### config.mk
export PLATFORM = sky130hd
export DESIGN_NAME = pswsc_core
export DESIGN_NICKNAME = d
export VERILOG_FILES = /design/src/pswsc_pkg.sv /design/src/pswsc_core.sv
export VERILOG_INCLUDE_DIRS = /design/src
export SDC_FILE = /design/constraint.sdc
export NUM_CORES = 1
export LEC_CHECK = 0
export ABC_AREA = 1
export BUFFER_PORTS_ARGS = -buffer_cell sky130_fd_sc_hd__buf_4
export CELL_PAD_IN_SITES_DETAIL_PLACEMENT = 1
export CELL_PAD_IN_SITES_GLOBAL_PLACEMENT = 1
export CORE_MARGIN = 4
export CORE_UTILIZATION = 30
export DETAILED_ROUTE_END_ITERATION = 10
export GPL_TIMING_DRIVEN = 0
export PLACE_DENSITY_LB_ADDON = 0.1
export SLEW_MARGIN = 10
export SYNTH_ARGS = -nofsm -noshare
export SYNTH_HDL_FRONTEND = slang
export SYNTH_SLANG_ARGS = --single-unit
### constraint.sdc
create_clock -name i_clk -period 3.4 [get_ports i_clk]
set_clock_uncertainty 0.2 [all_clocks]
set_input_delay 0.17 -clock i_clk [delete_from_list [all_inputs] [get_ports i_clk]]
set_output_delay 0.17 -clock i_clk [all_outputs]
set_load 0.05 [all_outputs]
### src/pswsc_defines.svh
// Purpose: offsets, field positions, reset values and cycle counts
// Assumes: included by the testbench and the design file
// Notes: byte addresses on a 32-bit apb bus
`ifndef PSWSC_DEFINES_SVH
`define PSWSC_DEFINES_SVH

// register byte offsets
`define PSWSC_OFF_MODCTL 12'h000
`define PSWSC_OFF_CORE 12'h004
`define PSWSC_OFF_PAGE 12'h008
`define PSWSC_OFF_STACK_LIMIT_REGISTER 12'h00c
`define PSWSC_OFF_STAT 12'h010
`define PSWSC_OFF_MASK 12'h014
`define PSWSC_OFF_MODSEL 12'h018

// modulo control fields
`define PSWSC_MOD_XEN 15
`define PSWSC_MOD_YEN 14
`define PSWSC_MOD_WMASK 16'hcfff
`define PSWSC_MOD_RST 16'h0000
`define PSWSC_SEL_OFF 4'hf

// core control window enable bit
`define PSWSC_CORE_WIN 2
`define PSWSC_CORE_RST 16'h0000

// status bits
`define PSWSC_ST_STKERR 0
`define PSWSC_ST_WINACC 1
`define PSWSC_ST_RAW 2

// window geometry: upper 32 kbytes of data space
`define PSWSC_WIN_BASE 16'h8000
`define PSWSC_STK_MARGIN 16'h0002

// extra cycles per window access
`define PSWSC_EXTRA_FULL 2'h2
`define PSWSC_EXTRA_FAST 2'h1
`define PSWSC_LOOP_EDGE 2'h2
`define PSWSC_MAX_CYC 2'h3

`endif

### src/pswsc_pkg.sv
// Purpose: shared types for the window and stall controller
// Assumes: nothing
// Notes: one-hot state encoding
package pswsc_pkg;
   // operand fetch sequencer
   typedef enum logic [3:0] {
      PSWSC_IDLE = 4'h1,
      PSWSC_FETCH = 4'h2,
      PSWSC_WAIT = 4'h4,
      PSWSC_DONE = 4'h8
   } pswsc_state_t;
   // instruction class of a window access
   typedef enum logic [1:0] {
      PSWSC_CLS_OTHER = 2'h0,
      PSWSC_CLS_MAC = 2'h1,
      PSWSC_CLS_MOVE = 2'h2
   } pswsc_class_t;
endpackage

### src/pswsc_core.sv
// Purpose: program space window, stall control, stack limit, modulo select
// Assumes: single clock, registers over apb, instruction stream decoded outside
// Notes: program memory answers a read in one cycle, writes take one cycle
//
// Summary of operation
// - upper 32k data window onto program pages
// - window enable redirects x accesses to program
// - window data access done within three cycles
// - read-after-write dependency still stalls one cycle
// - two extra cycles, one for mac/move
// - repeat loop steady iterations add nothing
// - loop edges and interrupt exits cost two
// - pointer over limit by two: no trap on a write
// - any stack pointer address use checked
// - select 1111 or enable bit low disables, else picks register
// - modulo control layout, bits 13:12 unused
//
// Decided for this implementation: the register offsets and register access over APB.
`timescale 1ns/1ps
`include "pswsc_defines.svh"
`default_nettype none

module pswsc_core (
   input wire logic i_clk, // core clock, 250 mhz
   input wire logic i_srst, // synchronous reset, high
   input wire logic i_ce, // clock enable, freezes state when low
   // apb slave
   input wire logic i_psel, // apb select
   input wire logic i_penable, // apb access phase
   input wire logic i_pwrite, // apb write
   input wire logic [11:0] i_paddr, // apb byte address
   input wire logic [31:0] i_pwdata, // apb write data
   output logic o_pready, // apb ready
   output logic [31:0] o_prdata, // apb read data
   output logic o_pslverr, // apb error on unmapped address
   // instruction stream
   input wire logic i_x_req, // x space data access request
   input wire logic i_x_write, // access is a write
   input wire logic [15:0] i_x_ea, // x space effective address
   input wire logic [15:0] i_x_wdata, // write data
   input wire pswsc_pkg::pswsc_class_t i_x_class, // instruction class
   input wire logic i_raw_dep, // read-after-write dependency seen
   input wire logic i_in_repeat, // inside a hardware repeat loop
   input wire logic i_rep_edge, // first, last or interrupt exit/re-entry
   input wire logic i_sp_use, // instruction forms ea from stack pointer
   input wire logic [15:0] i_stack_pointer, // stack pointer value
   output logic o_x_done, // data access complete
   output logic [15:0] o_x_rdata, // read data
   output logic o_stall, // hold instruction issue
   output logic o_prefetch_hold, // suspend instruction prefetch
   output logic o_stack_trap, // stack error trap pulse
   output logic [14:0] o_x_mod_onehot, // x modulo register select
   output logic [14:0] o_y_mod_onehot, // y modulo register select
   output logic o_irq, // level interrupt
   // program memory bus
   output logic o_pm_req, // program bus request
   output logic o_pm_write, // program bus write
   output logic [22:0] o_pm_addr, // program word address
   output logic [15:0] o_pm_wdata, // program bus write data
   input wire logic [15:0] i_pm_rdata // program bus read data
);
   import pswsc_pkg::*;

   // ----------------------------------------
   // declarations
   // ----------------------------------------
   logic [15:0] modctl_reg; // modulo control
   logic [15:0] core_reg; // core control
   logic [7:0] page_reg; // window page
   logic [15:0] stack_limit_register_reg; // stack limit
   logic [2:0] stat_reg; // sticky events
   logic [2:0] mask_reg; // interrupt mask
   logic [2:0] ev_set; // event pulses
   pswsc_state_t state_reg; // fetch sequencer
   logic [1:0] cnt_reg; // extra cycles left
   logic [1:0] extra_need; // extra cycles for this access
   logic raw_reg; // pending dependency stall
   logic win_hit; // access inside window
   logic apb_wr; // apb write strobe
   logic apb_rd; // apb read strobe
   logic hit; // address mapped

   // decode one 4-bit select to a one-hot register pick
   function automatic logic [14:0] sel_decode(input logic [3:0] sel, input logic en);
      logic [14:0] r;
      r = 15'h0000;
      // all-ones disables
      // enable low selects no register either
      if (en && sel != `PSWSC_SEL_OFF) begin
         r[sel] = 1'b1;
      end
      return r;
   endfunction

   // ----------------------------------------
   // apb slave
   // ----------------------------------------
   // write lands in the access phase only
   assign apb_wr = i_ce & i_psel & i_penable & i_pwrite;
   // read qualifier, setup phase picked below
   assign apb_rd = i_psel & ~i_pwrite;
   // no wait states: every register is a flop
   assign o_pready = 1'b1;
   // unmapped offsets answer with an error
   assign hit = i_paddr == `PSWSC_OFF_MODCTL || i_paddr == `PSWSC_OFF_CORE ||
                i_paddr == `PSWSC_OFF_PAGE || i_paddr == `PSWSC_OFF_STACK_LIMIT_REGISTER ||
                i_paddr == `PSWSC_OFF_STAT || i_paddr == `PSWSC_OFF_MASK ||
                i_paddr == `PSWSC_OFF_MODSEL;
   assign o_pslverr = i_psel & i_penable & ~hit;

   // read mux, registered at setup so data is ready in access phase
   always_ff @(posedge i_clk) begin
      if (i_srst) begin
         o_prdata <= 32'h0000_0000;
      end else if (i_ce && apb_rd && !i_penable) begin
         if (i_paddr == `PSWSC_OFF_MODCTL) begin
            // unused bits are already zero in the flop
            o_prdata <= {16'h0000, modctl_reg};
         end else if (i_paddr == `PSWSC_OFF_CORE) begin
            // core control word
            o_prdata <= {16'h0000, core_reg};
         end else if (i_paddr == `PSWSC_OFF_PAGE) begin
            // window page, eight bits
            o_prdata <= {24'h000000, page_reg};
         end else if (i_paddr == `PSWSC_OFF_STACK_LIMIT_REGISTER) begin
            // stack limit word
            o_prdata <= {16'h0000, stack_limit_register_reg};
         end else if (i_paddr == `PSWSC_OFF_STAT) begin
            // sticky event bits
            o_prdata <= {29'h0000_0000, stat_reg};
         end else if (i_paddr == `PSWSC_OFF_MASK) begin
            // interrupt mask bits
            o_prdata <= {29'h0000_0000, mask_reg};
         end else if (i_paddr == `PSWSC_OFF_MODSEL) begin
            // decoded y select, for software to see
            o_prdata <= {2'h0, o_y_mod_onehot, 15'h0000};
         end else begin
            // unmapped: zero with the error flag
            o_prdata <= 32'h0000_0000;
         end
      end
   end

   // modulo control register
   always_ff @(posedge i_clk) begin
      if (i_srst) begin
         modctl_reg <= `PSWSC_MOD_RST;
      end else if (apb_wr && i_paddr == `PSWSC_OFF_MODCTL) begin
         modctl_reg <= i_pwdata[15:0] & `PSWSC_MOD_WMASK;
      end
   end

   // core control, page and limit registers
   always_ff @(posedge i_clk) begin
      if (i_srst) begin
         core_reg <= `PSWSC_CORE_RST;
         page_reg <= 8'h00;
         stack_limit_register_reg <= 16'h0000;
         mask_reg <= 3'h0;
      end else if (apb_wr) begin
         if (i_paddr == `PSWSC_OFF_CORE) begin
            // bit 2 opens the program window
            core_reg <= i_pwdata[15:0];
         end else if (i_paddr == `PSWSC_OFF_PAGE) begin
            // upper program address bits
            page_reg <= i_pwdata[7:0];
         end else if (i_paddr == `PSWSC_OFF_STACK_LIMIT_REGISTER) begin
            // limit compared against the pointer
            stack_limit_register_reg <= i_pwdata[15:0];
         end else if (i_paddr == `PSWSC_OFF_MASK) begin
            // one enable per status bit
            mask_reg <= i_pwdata[2:0];
         end
      end
   end

   // ----------------------------------------
   // interrupt status
   // ----------------------------------------
   // sticky bits, set beats write-one-to-clear
   // an event in the clearing cycle survives the clear
   // only the bits written as one are cleared
   always_ff @(posedge i_clk) begin
      if (i_srst) begin
         stat_reg <= 3'h0;
      end else if (i_ce) begin
         if (apb_wr && i_paddr == `PSWSC_OFF_STAT) begin
            stat_reg <= (stat_reg & ~i_pwdata[2:0]) | ev_set;
         end else begin
            stat_reg <= stat_reg | ev_set;
         end
      end
   end

   assign o_irq = |(stat_reg & mask_reg);

   // ----------------------------------------
   // modulo register selection
   // ----------------------------------------
   // decode both selects
   assign o_x_mod_onehot = sel_decode(modctl_reg[3:0], modctl_reg[`PSWSC_MOD_XEN]);
   assign o_y_mod_onehot = sel_decode(modctl_reg[7:4], modctl_reg[`PSWSC_MOD_YEN]);

   // ----------------------------------------
   // stack limit check
   // ----------------------------------------
   // trap once pointer passes limit+2
   // a push landing exactly at limit+2 is let through
   // a stack use that is not a write at limit+2 already traps
   // the pulse is one cycle behind the stack use
   always_ff @(posedge i_clk) begin
      if (i_srst) begin
         o_stack_trap <= 1'b0;
      end else if (i_ce) begin
         o_stack_trap <= i_sp_use && (i_stack_pointer > stack_limit_register_reg + `PSWSC_STK_MARGIN ||
                         (i_stack_pointer == stack_limit_register_reg + `PSWSC_STK_MARGIN && !i_x_write));
      end
   end

   // ----------------------------------------
   // window fetch sequencer
   // ----------------------------------------
   // window hit when enabled and in upper half
   assign win_hit = core_reg[`PSWSC_CORE_WIN] && i_x_ea >= `PSWSC_WIN_BASE;

   // extra cycle count for this access
   always_comb begin
      // steady repeat iterations overlap the fetch
      if (i_in_repeat && !i_rep_edge) begin
         extra_need = 2'h0;
      end else if (i_in_repeat) begin
         extra_need = `PSWSC_LOOP_EDGE;
      end else if (i_x_class != PSWSC_CLS_OTHER) begin
         extra_need = `PSWSC_EXTRA_FAST;
      end else begin
         extra_need = `PSWSC_EXTRA_FULL;
      end
   end

   // sequencer state and counter
   always_ff @(posedge i_clk) begin
      if (i_srst) begin
         state_reg <= PSWSC_IDLE;
         cnt_reg <= 2'h0;
      end else if (i_ce) begin
         case (state_reg)
            PSWSC_IDLE: begin
               // wait for a window hit
               if (i_x_req && win_hit) begin
                  cnt_reg <= extra_need;
                  state_reg <= (extra_need == 2'h0) ? PSWSC_DONE : PSWSC_FETCH;
               end
            end
            PSWSC_FETCH: begin
               cnt_reg <= cnt_reg - 2'h1;
               state_reg <= (cnt_reg <= 2'h1) ? PSWSC_DONE : PSWSC_WAIT;
            end
            PSWSC_WAIT: begin
               // second extra cycle of a full fetch
               cnt_reg <= cnt_reg - 2'h1;
               state_reg <= PSWSC_DONE;
            end
            PSWSC_DONE: begin
               // completion stands one cycle
               state_reg <= PSWSC_IDLE;
            end
            default: begin
               // stray code: back to idle
               state_reg <= PSWSC_IDLE;
            end
         endcase
      end
   end

   // ----------------------------------------
   // timing of one window access
   // ----------------------------------------
   // take edge: idle, request and window hit
   // same edge launches the program bus request
   // memory answers in the request cycle
   // read word captured at the end of it
   // full class: fetch, wait, then done
   // fast class: fetch, then done
   // steady repeat: straight to done
   // loop edge: same cost as the full class
   // done stands for exactly one cycle
   // requester drops its request at done
   // else a new access starts at once
   // hazard: a slower memory breaks the fast path
   // steady repeat data lands just after done

   // program bus drive and read capture
   always_ff @(posedge i_clk) begin
      if (i_srst) begin
         o_pm_req <= 1'b0;
         o_pm_write <= 1'b0;
         o_pm_addr <= 23'h000000;
         o_pm_wdata <= 16'h0000;
         o_x_rdata <= 16'h0000;
      end else if (i_ce) begin
         // launch on the take edge, one cycle only
         if (state_reg == PSWSC_IDLE && i_x_req && win_hit) begin
            o_pm_req <= 1'b1;
            o_pm_write <= i_x_write;
            o_pm_addr <= {page_reg, i_x_ea[14:0]};
            o_pm_wdata <= i_x_wdata;
         end else begin
            o_pm_req <= 1'b0;
         end
         // memory answers while the request stands
         if (o_pm_req && !o_pm_write) begin
            o_x_rdata <= i_pm_rdata;
         end
      end
   end

   // dependency stall, one cycle per flagged instruction
   // a flag seen while stalling is absorbed by that stall
   always_ff @(posedge i_clk) begin
      if (i_srst) begin
         raw_reg <= 1'b0;
      end else if (i_ce) begin
         raw_reg <= i_raw_dep && !raw_reg;
      end
   end

   assign o_x_done = state_reg == PSWSC_DONE;
   // hold issue and prefetch during fetch
   assign o_prefetch_hold = state_reg == PSWSC_FETCH || state_reg == PSWSC_WAIT ||
                            (state_reg == PSWSC_IDLE && i_x_req && win_hit);
   assign o_stall = o_prefetch_hold || raw_reg;

   // event pulses into status
   // bit order: dependency, window done, stack trap
   assign ev_set = {raw_reg, o_x_done, o_stack_trap};

endmodule

`default_nettype wire

Word level (Yosys, flattened, before mapping):

Index checks and enable logic that the tools add are counted.

* memory bits (read-only): 0
* output and inout port bits: 126
* flip-flop bits (word level): 157
* memory bits (writable): 0
* latch bits: 0
* memories kept: 0

* equal/unequal tests: 14
* shift-type cells: 0
* multipliers: 0
* reductions and logical operators: 46
* magnitude comparators: 7
* multiplexer cells: 24
* divide/modulo/power cells: 0
* bitwise gates (word level): 16
* $add $sub $neg: 2

Operator list (count)
* $mux 30: 7
* $eq 12x5->1 const B: 3
* $mux 15: 2
* $eq 12x4->1 const B: 2
* $logic_and 1x1->1: 17
* $add 16x2->16 const B: 1
* $eq 16x16->1: 1
* $ge 16x16->1 const B: 1
* $gt 16x16->1: 1
* $eq 12x3->1 const B: 1
* $logic_not 12->1: 1
* $mux 4: 3
* $pmux 4 s3: 1
* $logic_or 1x1->1: 10
* $lt 4x5->1 const B: 2
* $demux 1 s4: 2
* $ge 4x1->1 const B: 2
* $mux 2: 4
* $ne 4x4->1 const B: 2
* $reduce_and 2->1: 4
* $and 1x1->1: 6
* $and 3x3->3: 2
* $or 3x3->3: 2
* $reduce_and 3->1: 2
* 19 further kinds: 30

Longest topological paths before layout:

Gate-level depths: netlist of run 1.

* depth after elaboration: 12
* depth in mapped cells: 14

Worst setup path after synthesis of run 1:

No wires, ideal clock.

* path kind: register to register
* start: reg state_reg[0]
* end: reg stat_reg[1]
* path slack: 907 ps
* stages on the path, launching flop included: 4
* data arrival time: 2221 ps
* library setup time: 72 ps
* data required time: 3128 ps
* buffers on the path: 0
* path through: dfxtp_1 > nor4_1 > nand2_1 > a21oi_1

* cells in the longest elaborated chain, start to end: 3

Ends and longest elaborated chain
* from (decl): line pswsc_core.sv:74 `pswsc_state_t state_reg;`
* from (signal assigned): line pswsc_core.sv:251 `state_reg <= (extra_need == 2'h0) ? PSWSC_DONE : PSWSC_FETCH;`
* from (signal assigned): line pswsc_core.sv:256 `state_reg <= (cnt_reg <= 2'h1) ? PSWSC_DONE : PSWSC_WAIT;`
* $eq 4x4->1 *: line pswsc_core.sv:327 `assign o_x_done = state_reg == PSWSC_DONE;`
* named net o_x_done: line pswsc_core.sv:47 `output logic o_x_done,`
* $or 3x3->3 (on tied branches): line pswsc_core.sv:190, pswsc_core.sv:188
* $mux 3 *: line pswsc_core.sv:187 `` if (apb_wr && i_paddr == `PSWSC_OFF_STAT) begin ``
* to (signal assigned): line pswsc_core.sv:188 `stat_reg <= (stat_reg & ~i_pwdata[2:0]) | ev_set;`
* to (signal assigned): line pswsc_core.sv:190 `stat_reg <= stat_reg | ev_set;`
* to (decl): line pswsc_core.sv:71 `logic [2:0] stat_reg;`

The timed path passes the listed nets; every way through them passes the cells marked *.
A chain may end at the register's enable or synchronous reset.

Worst setup path after layout of run 1:

* start: reg stack_limit_register_reg[2]
* end: reg o_stack_trap

* cells in the longest elaborated chain, start to end: 5

Ends and longest elaborated chain
* from (decl): line pswsc_core.sv:70 `logic [15:0] stack_limit_register_reg;`
* from (signal assigned): line pswsc_core.sv:169 `stack_limit_register_reg <= i_pwdata[15:0];`
* $add 16x2->16 (no source line) *
* branches (longest 2 deep; another with $gt 16x16->1)
* $logic_or 1x1->1 *: line pswsc_core.sv:215 `` o_stack_trap <= i_sp_use && (i_stack_pointer > stack_limit_register_reg + `PSWSC_STK_MARGIN || ``
* $logic_and 1x1->1 *: line pswsc_core.sv:215
* to (signal assigned): line pswsc_core.sv:215
* to (decl): line pswsc_core.sv:51 `output logic o_stack_trap,`

Every way passes the cells marked *.

==> results.toml, run 1 <==
[logic_synthesis]
synthAdderAreaFrac_pct = 3.08
synthTopCellsByArea = "dfxtp_1 42%, a21oi_1 9.2%, o21ai_0 8.5%"
yosysUniqueCellTypes = 37
synth_most_common_cell = "dfxtp_1"
synthFlopType = "dfxtp_1"
synth_common_cells = "155 x dfxtp_1, 135 x a21oi_1, 125 x nand2_1, 124 x o21ai_0, 115 x inv_1"
ys_seq_area_share_pct = 42.5
muxShareOfSynthArea_pct = 0
synth_edf_count = 0
yosys.area.top_type = "dfxtp_1"
synth_area_sq_mm = 0.00731
postSynthAreaPerCell_sq_um = 7.23
synth_top_family_by_area = "simple AND/OR/NAND/NOR gates"
async_flop_share_pct = 0
synth-xor-area-share_pct = 1.56
yosys.area_share.simple_pct = 23.1
yosysTopAreaCellShare_pct = 42.5
synth_compound_area_share_pct = 20.0
synth-seq-cells = 155
syn-instance-count = 1011
ys_warn_count = 0

[floorplanning]
row_count = 56
die_w_microns = 164
die_h_microns = 164
initial_core_util_pct = 30.8
num_io_pins = 248
dieArea_sq_mm = 0.0269
core_sq_mm = 0.0238

[route]
vias_per_cell = 4.81
wirelength_microns = 28300
vias = 7975
dr.pass1.iters = 4
dr.first_iter.drc_count = 386
drcViolationCount = 0
routedWlPerCell_microns = 17.0
ant_nets = 0

[grt]
grt_start_max_net_pins = 17
antenna_found_initial = 0
grt_pass1_wl_microns = 43500
track_usage_pct = 20.6
gr-total-overflow = 0
grt_pass1_vias = 8076

[critical_path]
cp_slowest_cell = "dfxtp_1"
crit_buf_inv = 0
critical_path_class = "reg -> reg"
startpoint_type = "flip-flop"
path_delay_family = "simple AND/OR/NAND/NOR gates"
slowest_delay_ns = 0.43
rr_startpoint = "stack_limit_register_reg[2]$_SDFFE_PP0P_"
startpoint = "stack_limit_register_reg[2]$_SDFFE_PP0P_"
cp_max_fo = 5
crit_arrival_ns = 3.23
crit_path_cell_trace = "ha_1, nand3_1, nor3_2, nand3_1, xor2_1, ha_1, nand2_1, nor2_1, nand4_1, nor2_2, nor2_1, nand2_1, nand2_1, a21oi_1"
crit_path_end_kind = "flip-flop"
crit_required_ns = 3.56
crit_top_cell = "nand2_1"
r2r_setup_slack_ns = 0.33

[sta]
rsz0062_at_grt = "no"
drv_slew = 0
setup_viol = 0
max_freq_ghz = 0.326
slew_headroom_pct = 38.3
finalHoldViolCount = 0
post-route-period-util_pct = 90.3
worst_slew_pin_slew_ns = 0.917
finalCriticalPeriod_ns = 3.07
setup_tns_ns = 0
setup_slack_ns = 0.331

[power_and_ir_drop]
p_leak_nw = 4.50
power_mw = 4.15
p_sw_mw = 1.02
combPwrFrac_pct = 8.3
ir_drop_v = 0.000262
power_density_mw_per_mm2 = 387
sw_frac_of_total_pct = 24.6
power_frac_seq_pct = 43.8
power.internal_mw = 3.13
clockPowerShare_pct = 47.9

[cts]
cts-root-buf = "clkbuf_16"
cts_buffer_depth = 2
numClockSinks = 155
cts-htree-levels = 4
cts.clk_slew.worst_paths_ns = 0.07
cts_tree = "built"
cts_buffers = 17
clock_latency_ns = 0.43
cts_setup_buffers = 0

[place]
dp.cells = 1557
dp_hpwl_microns = 21500
gp_congestion = 0.831
place_area_sq_mm = 0.00941
numPortBuffers = 226
dp_slack_ns = 0.0959

[layout]
top_register = "o_prdata"
top_regs = "o_prdata: 30 flops, o_pm_addr: 23 flops"
antennaDiodeCount = 0
final-seq-area_sq_mm = 0.00310
multi_input_area_sq_mm = 0.00351
drive_above_1_share_pct = 23.5
fillerInstances = 2939
fin_area_sq_mm = 0.0107
nNetsFinal = 1466
syn_to_final_growth_pct = 46.6
largest_reg_flops = 30
stdcell_count = 1658

[run]
drv_cap = 0

[outcome]
outcome = "finished, final reports clean"

[hold_path]
hold_path.class = "in -> reg"
min-delay-start = "i_ce"
-- per-layer routing --
layer / track usage (%) / vias up / routed length, microns
li1: - / 3969 / -
met1: 27.4 / 3832 / 13200
met2: 35.0 / 151 / 13700
met3: 3.81 / 23 / 1100
met4: 4.50 / 0 / 296
met5: 0 / - / 0
-- worst paths after layout --
path,to,depth (start not counted)
worst max-delay path,o_stack_trap$_SDFFE_PP0P_,14
worst min-delay path,stat_reg[0]$_SDFFE_PP0P_,4
worst max register to register,o_stack_trap$_SDFFE_PP0P_,14
worst min register to register,o_pm_addr[4]$_SDFFE_PP0P_,2
-- worst register-to-register path, delay by kind of cell, from the launching register on --
kind	cells	cell delay, ns
AO/OA/AOI/OAI	1	0.12
flip-flops	1	0.43
AND/OR/NAND/NOR	10	1.54
adder cells (fa/ha/maj)	2	0.53
XOR/XNOR	1	0.17
-- cells in the final DEF, fill, tap and decap left out, drive strengths merged, types with 5 or more instances in the layout --
| cell type | n |
|---|---|
| nor2 | 126 |
| clkinv | 5 |
| clkbuf | 49 |
| nand4 | 14 |
| nand3 | 69 |
| inv | 124 |
| buf | 249 |
| xor2 | 12 |
| a21oi | 135 |
| o21ai | 128 |
| nor3 | 26 |
| a211oi | 8 |
| dfxtp | 155 |
| dlygate4sd3 | 69 |
| nand2 | 130 |
| ha | 18 |
-- timing repair --
item,CTS,global route
endpoints found under the hold margin,109,0
gates resized for setup,0,3
hold buffers,69,0
setup endpoints to repair,0,1
-- power groups by stage --
stage	Combinational (mW)	Clock, mW	Sequential, mW
6_report	0.344	1.99	1.82
5_1_grt	0.377	2.11	1.82
4_1_cts	0.344	2.04	1.82
3_5_place_dp	0.277	0	1.86
3_3_place_gp	0.273	0	1.86
2_1_floorplan	0.117	0	1.86
-- through the flow --
step	utilization [%]	hold slack (ns)
after global placement	39.6	0.206
after detailed placement	39.6	0.218
after global routing	45.1	0.0659
after floorplan	-	0.112
after CTS	45.1	0.0310
final	45.1	0.0388
-- cell families (layout without fill, tap and decap cells) --
| family | count (synthesis) | count (layout) |
|---|---|---|
| AND/OR/NAND/NOR | 373 | 373 |
| AO/OA/AOI/OAI | 277 | 277 |
| buffers and inverters | 173 | 500 |
| flip-flops | 155 | 155 |
| adder cells (fa/ha/maj) | 18 | 18 |
| XOR/XNOR | 13 | 13 |
| other | 2 | 3 |
-- layout make-up --
| type | instances | area share [%] |
|---|---|---|
| buffer | 53 | 2.41 |
| clock buffer | 19 | 4.23 |
| clock inverter | 13 | 1.45 |
| inverter | 120 | 4.20 |
| multi-input combinational | 684 | 32.7 |
| sequential | 155 | 29.0 |
| tap | 319 | 3.72 |
| timing repair buffer | 295 | 22.3 |
(Power assumes the default switching activity.)
==> run 2, diff against run 1 <==
Settings changed: CELL_PAD_IN_SITES_DETAIL_PLACEMENT 1 to not set, CELL_PAD_IN_SITES_GLOBAL_PLACEMENT 1 to not set, PLACE_DENSITY_LB_ADDON 0.1 to not set.
==> run 2 against run 1 <==
  * Power up 3.6%
  * Via count down 1.5%
  * Cell area up 0.48%
  * Clock power up 8%
  * Sequential cell count unchanged
  * Die area unchanged
  * Register-to-register slack better by 0.03 ns
==> results.toml, run 2 (synthesis results as in run 1) <==
[cts]
cts-root-buf = "clkbuf_16"
cts_setup_buffers = 0
cts_buffers = 17
cts-htree-levels = 4
cts_buffer_depth = 2
cts.clk_slew.worst_paths_ns = 0.06
numClockSinks = 155
clock_latency_ns = 0.43
cts_tree = "built"

[sta]
rsz0062_at_grt = "no"
post-route-period-util_pct = 89.4
setup_slack_ns = 0.359
slew_headroom_pct = 43.8
max_freq_ghz = 0.329
finalCriticalPeriod_ns = 3.04
finalHoldViolCount = 0
worst_slew_pin_slew_ns = 0.835
setup_tns_ns = 0
drv_slew = 0
setup_viol = 0

[grt]
gr-usage-met1_pct = 24.7
grt_pass1_wl_microns = 39600
grtUsageMet2_pct = 31.4
met3_usage_pct = 3.51
busiest_layer = "met2"
gr-total-overflow = 0
grt_pass1_vias = 7468
track_usage_pct = 18.8
antenna_found_initial = 0
grt_start_max_net_pins = 17

[route]
dr.pass1.iters = 6
drcViolationCount = 0
vias_per_cell = 4.74
ant_nets = 0
vias = 7853
routedWlPerCell_microns = 15.7
dr.first_iter.drc_count = 431
wirelength_microns = 26000

[layout]
fillerInstances = 2389
stdcell_count = 1658
top_register = "o_prdata"
syn_to_final_growth_pct = 47.3
antennaDiodeCount = 0
top_regs = "o_prdata: 30 flops, o_pm_addr: 23 flops"
drive_above_1_share_pct = 23.4
layout_common_cells = "232 x buf_4, 154 x dfxtp_1, 135 x a21oi_1"
fin_util_pct = 45.3
final-seq-area_sq_mm = 0.00310
largest_reg_flops = 30
final_common_cell = "buf_4"
multi_input_area_sq_mm = 0.00350
nNetsFinal = 1466

[floorplanning]
die_w_microns = 164
core_sq_mm = 0.0238
dieArea_sq_mm = 0.0269
num_io_pins = 248
row_count = 56
initial_core_util_pct = 30.8
die_h_microns = 164

[outcome]
outcome = "finished, final reports clean"

[run]
drv_cap = 0

[power_and_ir_drop]
ir_drop_v = 0.000217
power_density_mw_per_mm2 = 399
p_leak_nw = 4.53

[place]
dp.cells = 1557
dp_slack_ns = 0.205
dp_hpwl_microns = 19800
gp_congestion = 0.892
numPortBuffers = 226

[critical_path]
cp_max_fo = 5
crit_arrival_ns = 3.19
crit_path_end_kind = "flip-flop"
startpoint_type = "flip-flop"
critical_path_class = "reg -> reg"
crit_required_ns = 3.55

[hold_path]
hold_path.class = "in -> reg"
run 2: path summary, 6_finish.rpt:
path / startpoint / end / slack [ns] / depth (start not counted)
worst max-delay path: stack_limit_register_reg[2]$_SDFFE_PP0P_ / o_stack_trap$_SDFFE_PP0P_ / 0.36 / 14
worst min-delay path: i_ce / raw_reg$_SDFFE_PP0P_ / 0.06 / 4
worst max register to register: stack_limit_register_reg[2]$_SDFFE_PP0P_ / o_stack_trap$_SDFFE_PP0P_ / 0.36 / 14
worst min register to register: o_pm_wdata[5]$_SDFFE_PP0P_ / o_pm_wdata[5]$_SDFFE_PP0P_ / 0.24 / 2
run 2: layer usage:
| layer | share of wire [%] | vias to the layer above |
|---|---|---|
| li1 | - | 3984 |
| met4 | 2.1 | 0 |
| met5 | 0 | - |
| met2 | 47 | 228 |
| met3 | 5.9 | 34 |
| met1 | 45 | 3607 |
run 2: final cells by class:
| class | count | area share [%] |
|---|---|---|
| buffer | 53 | 2.39 |
| clock buffer | 19 | 4.21 |
| clock inverter | 13 | 1.96 |
| inverter | 120 | 4.18 |
| multi-input combinational | 684 | 32.5 |
| sequential | 155 | 28.8 |
| tap | 319 | 3.71 |
| timing repair buffer | 295 | 22.2 |
run 2: critical path, stage by stage, from the launching register on:
cell	delay (ns)
dfxtp_1	0.42
ha_1	0.22
nand3_1	0.16
nor3_1	0.29
nand3_1	0.13
xor2_1	0.18
ha_1	0.30
nand2_1	0.07
nor2_1	0.14
nand4_1	0.14
nor2_2	0.25
nor2_1	0.09
nand2_1	0.18
nand2_1	0.08
a21oi_1	0.11
run 2: timing repair:
item,in CTS,in global routing
setup endpoints to repair,0,1
resized for setup,0,2
endpoints found under the hold margin,109,0
hold buffers,69,0
run 2: power by group:
part	switching [mW]	internal (mW)	leakage, nW	total, mW
Combinational	0.169	0.171	2.96	0.339
Clock	0.789	1.35	0.324	2.14
Sequential	0.00247	1.82	1.25	1.82
run 2: stage by stage:
stage	power [mW]	area, sq um	hold WS [ns]
after floorplan	1.98	7310	0.112
after detailed placement	2.13	9410	0.216
final	4.30	10800	0.0576
after CTS	4.34	10800	0.0274
after global placement	2.13	9410	0.203
after global routing	4.44	10800	0.0732
==> run 3, diff against run 2 <==
Settings changed: CORE_UTILIZATION 30 to 50, PLACE_DENSITY set to 0.8.
==> run 3 against run 2 <==
  * Critical path depth unchanged
  * First-iteration DRC count up 58%
  * Critical endpoint unchanged
  * Die area down 38%
  * Count of clock-buffer cells in the layout up 1
  * Largest power group is now registers
  * Largest cell class unchanged
  * Worst hold slack worse by 0.039 ns
  * Utilization up 29 points
  * Combinational power up 1%
==> results.toml, run 3 (synthesis results as in run 1) <==
[cts]
cts-root-buf = "clkbuf_16"
cts_buffer_depth = 2
clock_latency_ns = 0.43
cts_buffers = 17
cts.clk_slew.worst_paths_ns = 0.07
cts_tree = "built"
numClockSinks = 155
cts-htree-levels = 4
cts_setup_buffers = 0

[critical_path]
cp_max_fo = 8
startpoint_type = "flip-flop"
rr_startpoint = "stack_limit_register_reg[1]$_SDFFE_PP0P_"
crit_path_end_kind = "flip-flop"
critical_path_class = "reg -> reg"
r2r_end = "o_stack_trap$_SDFFE_PP0P_"
crit_required_ns = 3.55
r2r_setup_slack_ns = 0.34
crit_arrival_ns = 3.22
reg2regPathDepth = 14

[layout]
syn_to_final_growth_pct = 43.3
largest_reg_flops = 30
final_common_cell = "buf_4"
nNetsFinal = 1465
top_regs = "o_prdata: 30 flops, o_pm_addr: 23 flops"
top_register = "o_prdata"
drive_above_1_share_pct = 23.1
layout_common_cells = "232 x buf_4, 155 x dfxtp_1, 135 x a21oi_1"
fin_util_pct = 74.3

[power_and_ir_drop]
clockPowerShare_pct = 45.4
combPwrFrac_pct = 8.6
power_density_mw_per_mm2 = 379
p_sw_mw = 0.962
power_mw = 3.96
sw_frac_of_total_pct = 24.3
ir_drop_v = 0.000365
p_leak_nw = 4.46
power.internal_mw = 3.00
power_frac_seq_pct = 45.9

[sta]
drv_slew = 0
worst_slew_pin_slew_ns = 0.844
setup_viol = 0
holdWs_ns = 0.0191
finalHoldViolCount = 0
rsz0062_at_grt = "no"
finalCriticalPeriod_ns = 3.06
max_freq_ghz = 0.327
setup_slack_ns = 0.337
slew_headroom_pct = 43.2
post-route-period-util_pct = 90.1
setup_tns_ns = 0

[route]
wirelength_microns = 25600
routedWlPerCell_microns = 16.8
dr.pass1.iters = 5
dr.first_iter.drc_count = 682
vias = 8206
drcViolationCount = 0
vias_per_cell = 5.40
ant_nets = 0

[place]
gp_congestion = 0.937
numPortBuffers = 226
dp_hpwl_microns = 18200
dp_slack_ns = 0.309

[outcome]
outcome = "finished, final reports clean"

[grt]
gr-total-overflow = 0
track_usage_pct = 30.0
grt_start_max_net_pins = 17
grt_pass1_vias = 7842
grt_pass1_wl_microns = 39400
antenna_found_initial = 1

[hold_path]
min-delay-start = "i_ce"
hold_path.class = "in -> reg"
worstHoldEndpoint = "stat_reg[0]$_SDFFE_PP0P_"
hold_depth = 4

[floorplanning]
initial_core_util_pct = 51.8
core_sq_mm = 0.0141
die_w_microns = 129
die_h_microns = 129
num_io_pins = 248
row_count = 43
dieArea_sq_mm = 0.0166

[run]
drv_cap = 0
==> run 3: cell types whose count changed in the layout (fill, tap and decap cells not counted), moves of 2 or more <==
cell,change
clkinvlp_4,+3
clkbuf_1,+3
clkbuf_8,-2
bufinv_16,-4
==> run 3: power groups by stage <==
stage	combinational [mW]	sequential [mW]	clock, mW
5_1_grt	0.369	1.82	1.88
3_5_place_dp	0.267	1.86	0
4_1_cts	0.333	1.82	1.79
6_report	0.343	1.82	1.80
2_1_floorplan	0.117	1.86	0
3_3_place_gp	0.263	1.86	0
==> run 3: layout make-up <==
| type | instances | area [sq um] |
|---|---|---|
| timing repair buffer | 294 | 2380 |
| sequential | 155 | 3100 |
| tap | 180 | 225 |
| multi-input combinational | 684 | 3510 |
| clock buffer | 20 | 437 |
| antenna | 1 | 2.50 |
| clock inverter | 12 | 116 |
| fill | 1055 | 3620 |
| inverter | 120 | 450 |
| buffer | 53 | 258 |
==> run 3: worst max-delay path by stage <==
| stage | slack [ns] | end | cells past startpoint | from |
|---|---|---|---|---|
| global route | 0.07 | o_stack_trap$_SDFFE_PP0P_ | 14 | stack_limit_register_reg[1]$_SDFFE_PP0P_ |
| floorplan | 0.91 | stat_reg[1]$_SDFFE_PP0P_ | 3 | state_reg[0]$_SDFFE_PP1P_ |
| finish | 0.34 | o_stack_trap$_SDFFE_PP0P_ | 14 | stack_limit_register_reg[1]$_SDFFE_PP0P_ |
| global placement | 0.37 | o_stack_trap$_SDFFE_PP0P_ | 14 | stack_limit_register_reg[1]$_SDFFE_PP0P_ |
| CTS | 0.29 | o_stack_trap$_SDFFE_PP0P_ | 14 | stack_limit_register_reg[1]$_SDFFE_PP0P_ |
| detailed placement | 0.31 | o_stack_trap$_SDFFE_PP0P_ | 14 | stack_limit_register_reg[1]$_SDFFE_PP0P_ |
==> run 3: layer usage <==
| metal | share of wire, % | track usage (%) | wire length [microns] | up-vias |
|---|---|---|---|---|
| li1 | - | - | - | 3973 |
| met1 | 39 | 36.7 | 10000 | 3779 |
| met2 | 48 | 49.9 | 12300 | 368 |
| met3 | 8.6 | 7.47 | 2210 | 86 |
| met4 | 4.0 | 13.3 | 1020 | 0 |
| met5 | 0 | 0 | 0 | - |
==> run 3: worst max-delay path, cell delays in order, from the launching register on <==
cell,delay [ns]
dfxtp_1,0.49
ha_1,0.24
nand3_1,0.18
nor3_2,0.21
nand3_1,0.12
xor2_1,0.17
ha_1,0.30
nand2_1,0.06
nor2_1,0.14
nand4_1,0.12
nor2_1,0.31
nor2_1,0.09
nand2_1,0.16
nand2_1,0.08
a21oi_1,0.12
==> run 3: repair_timing <==
item | in CTS | in global routing
hold buffers | 68 | 0
setup endpoints to repair | 0 | 1
gates resized for setup | 0 | 1
endpoints found under the hold margin | 110 | 0
==> run 3: per-stage QoR <==
stage | cell area (sq um) | cells
2_1_floorplan | 7310 | 1012
3_3_place_gp | 9230 | 1418
3_5_place_dp | 9230 | 1418
4_1_cts | 10500 | 1518
5_1_grt | 10500 | 1519
6_report | 10500 | 1519
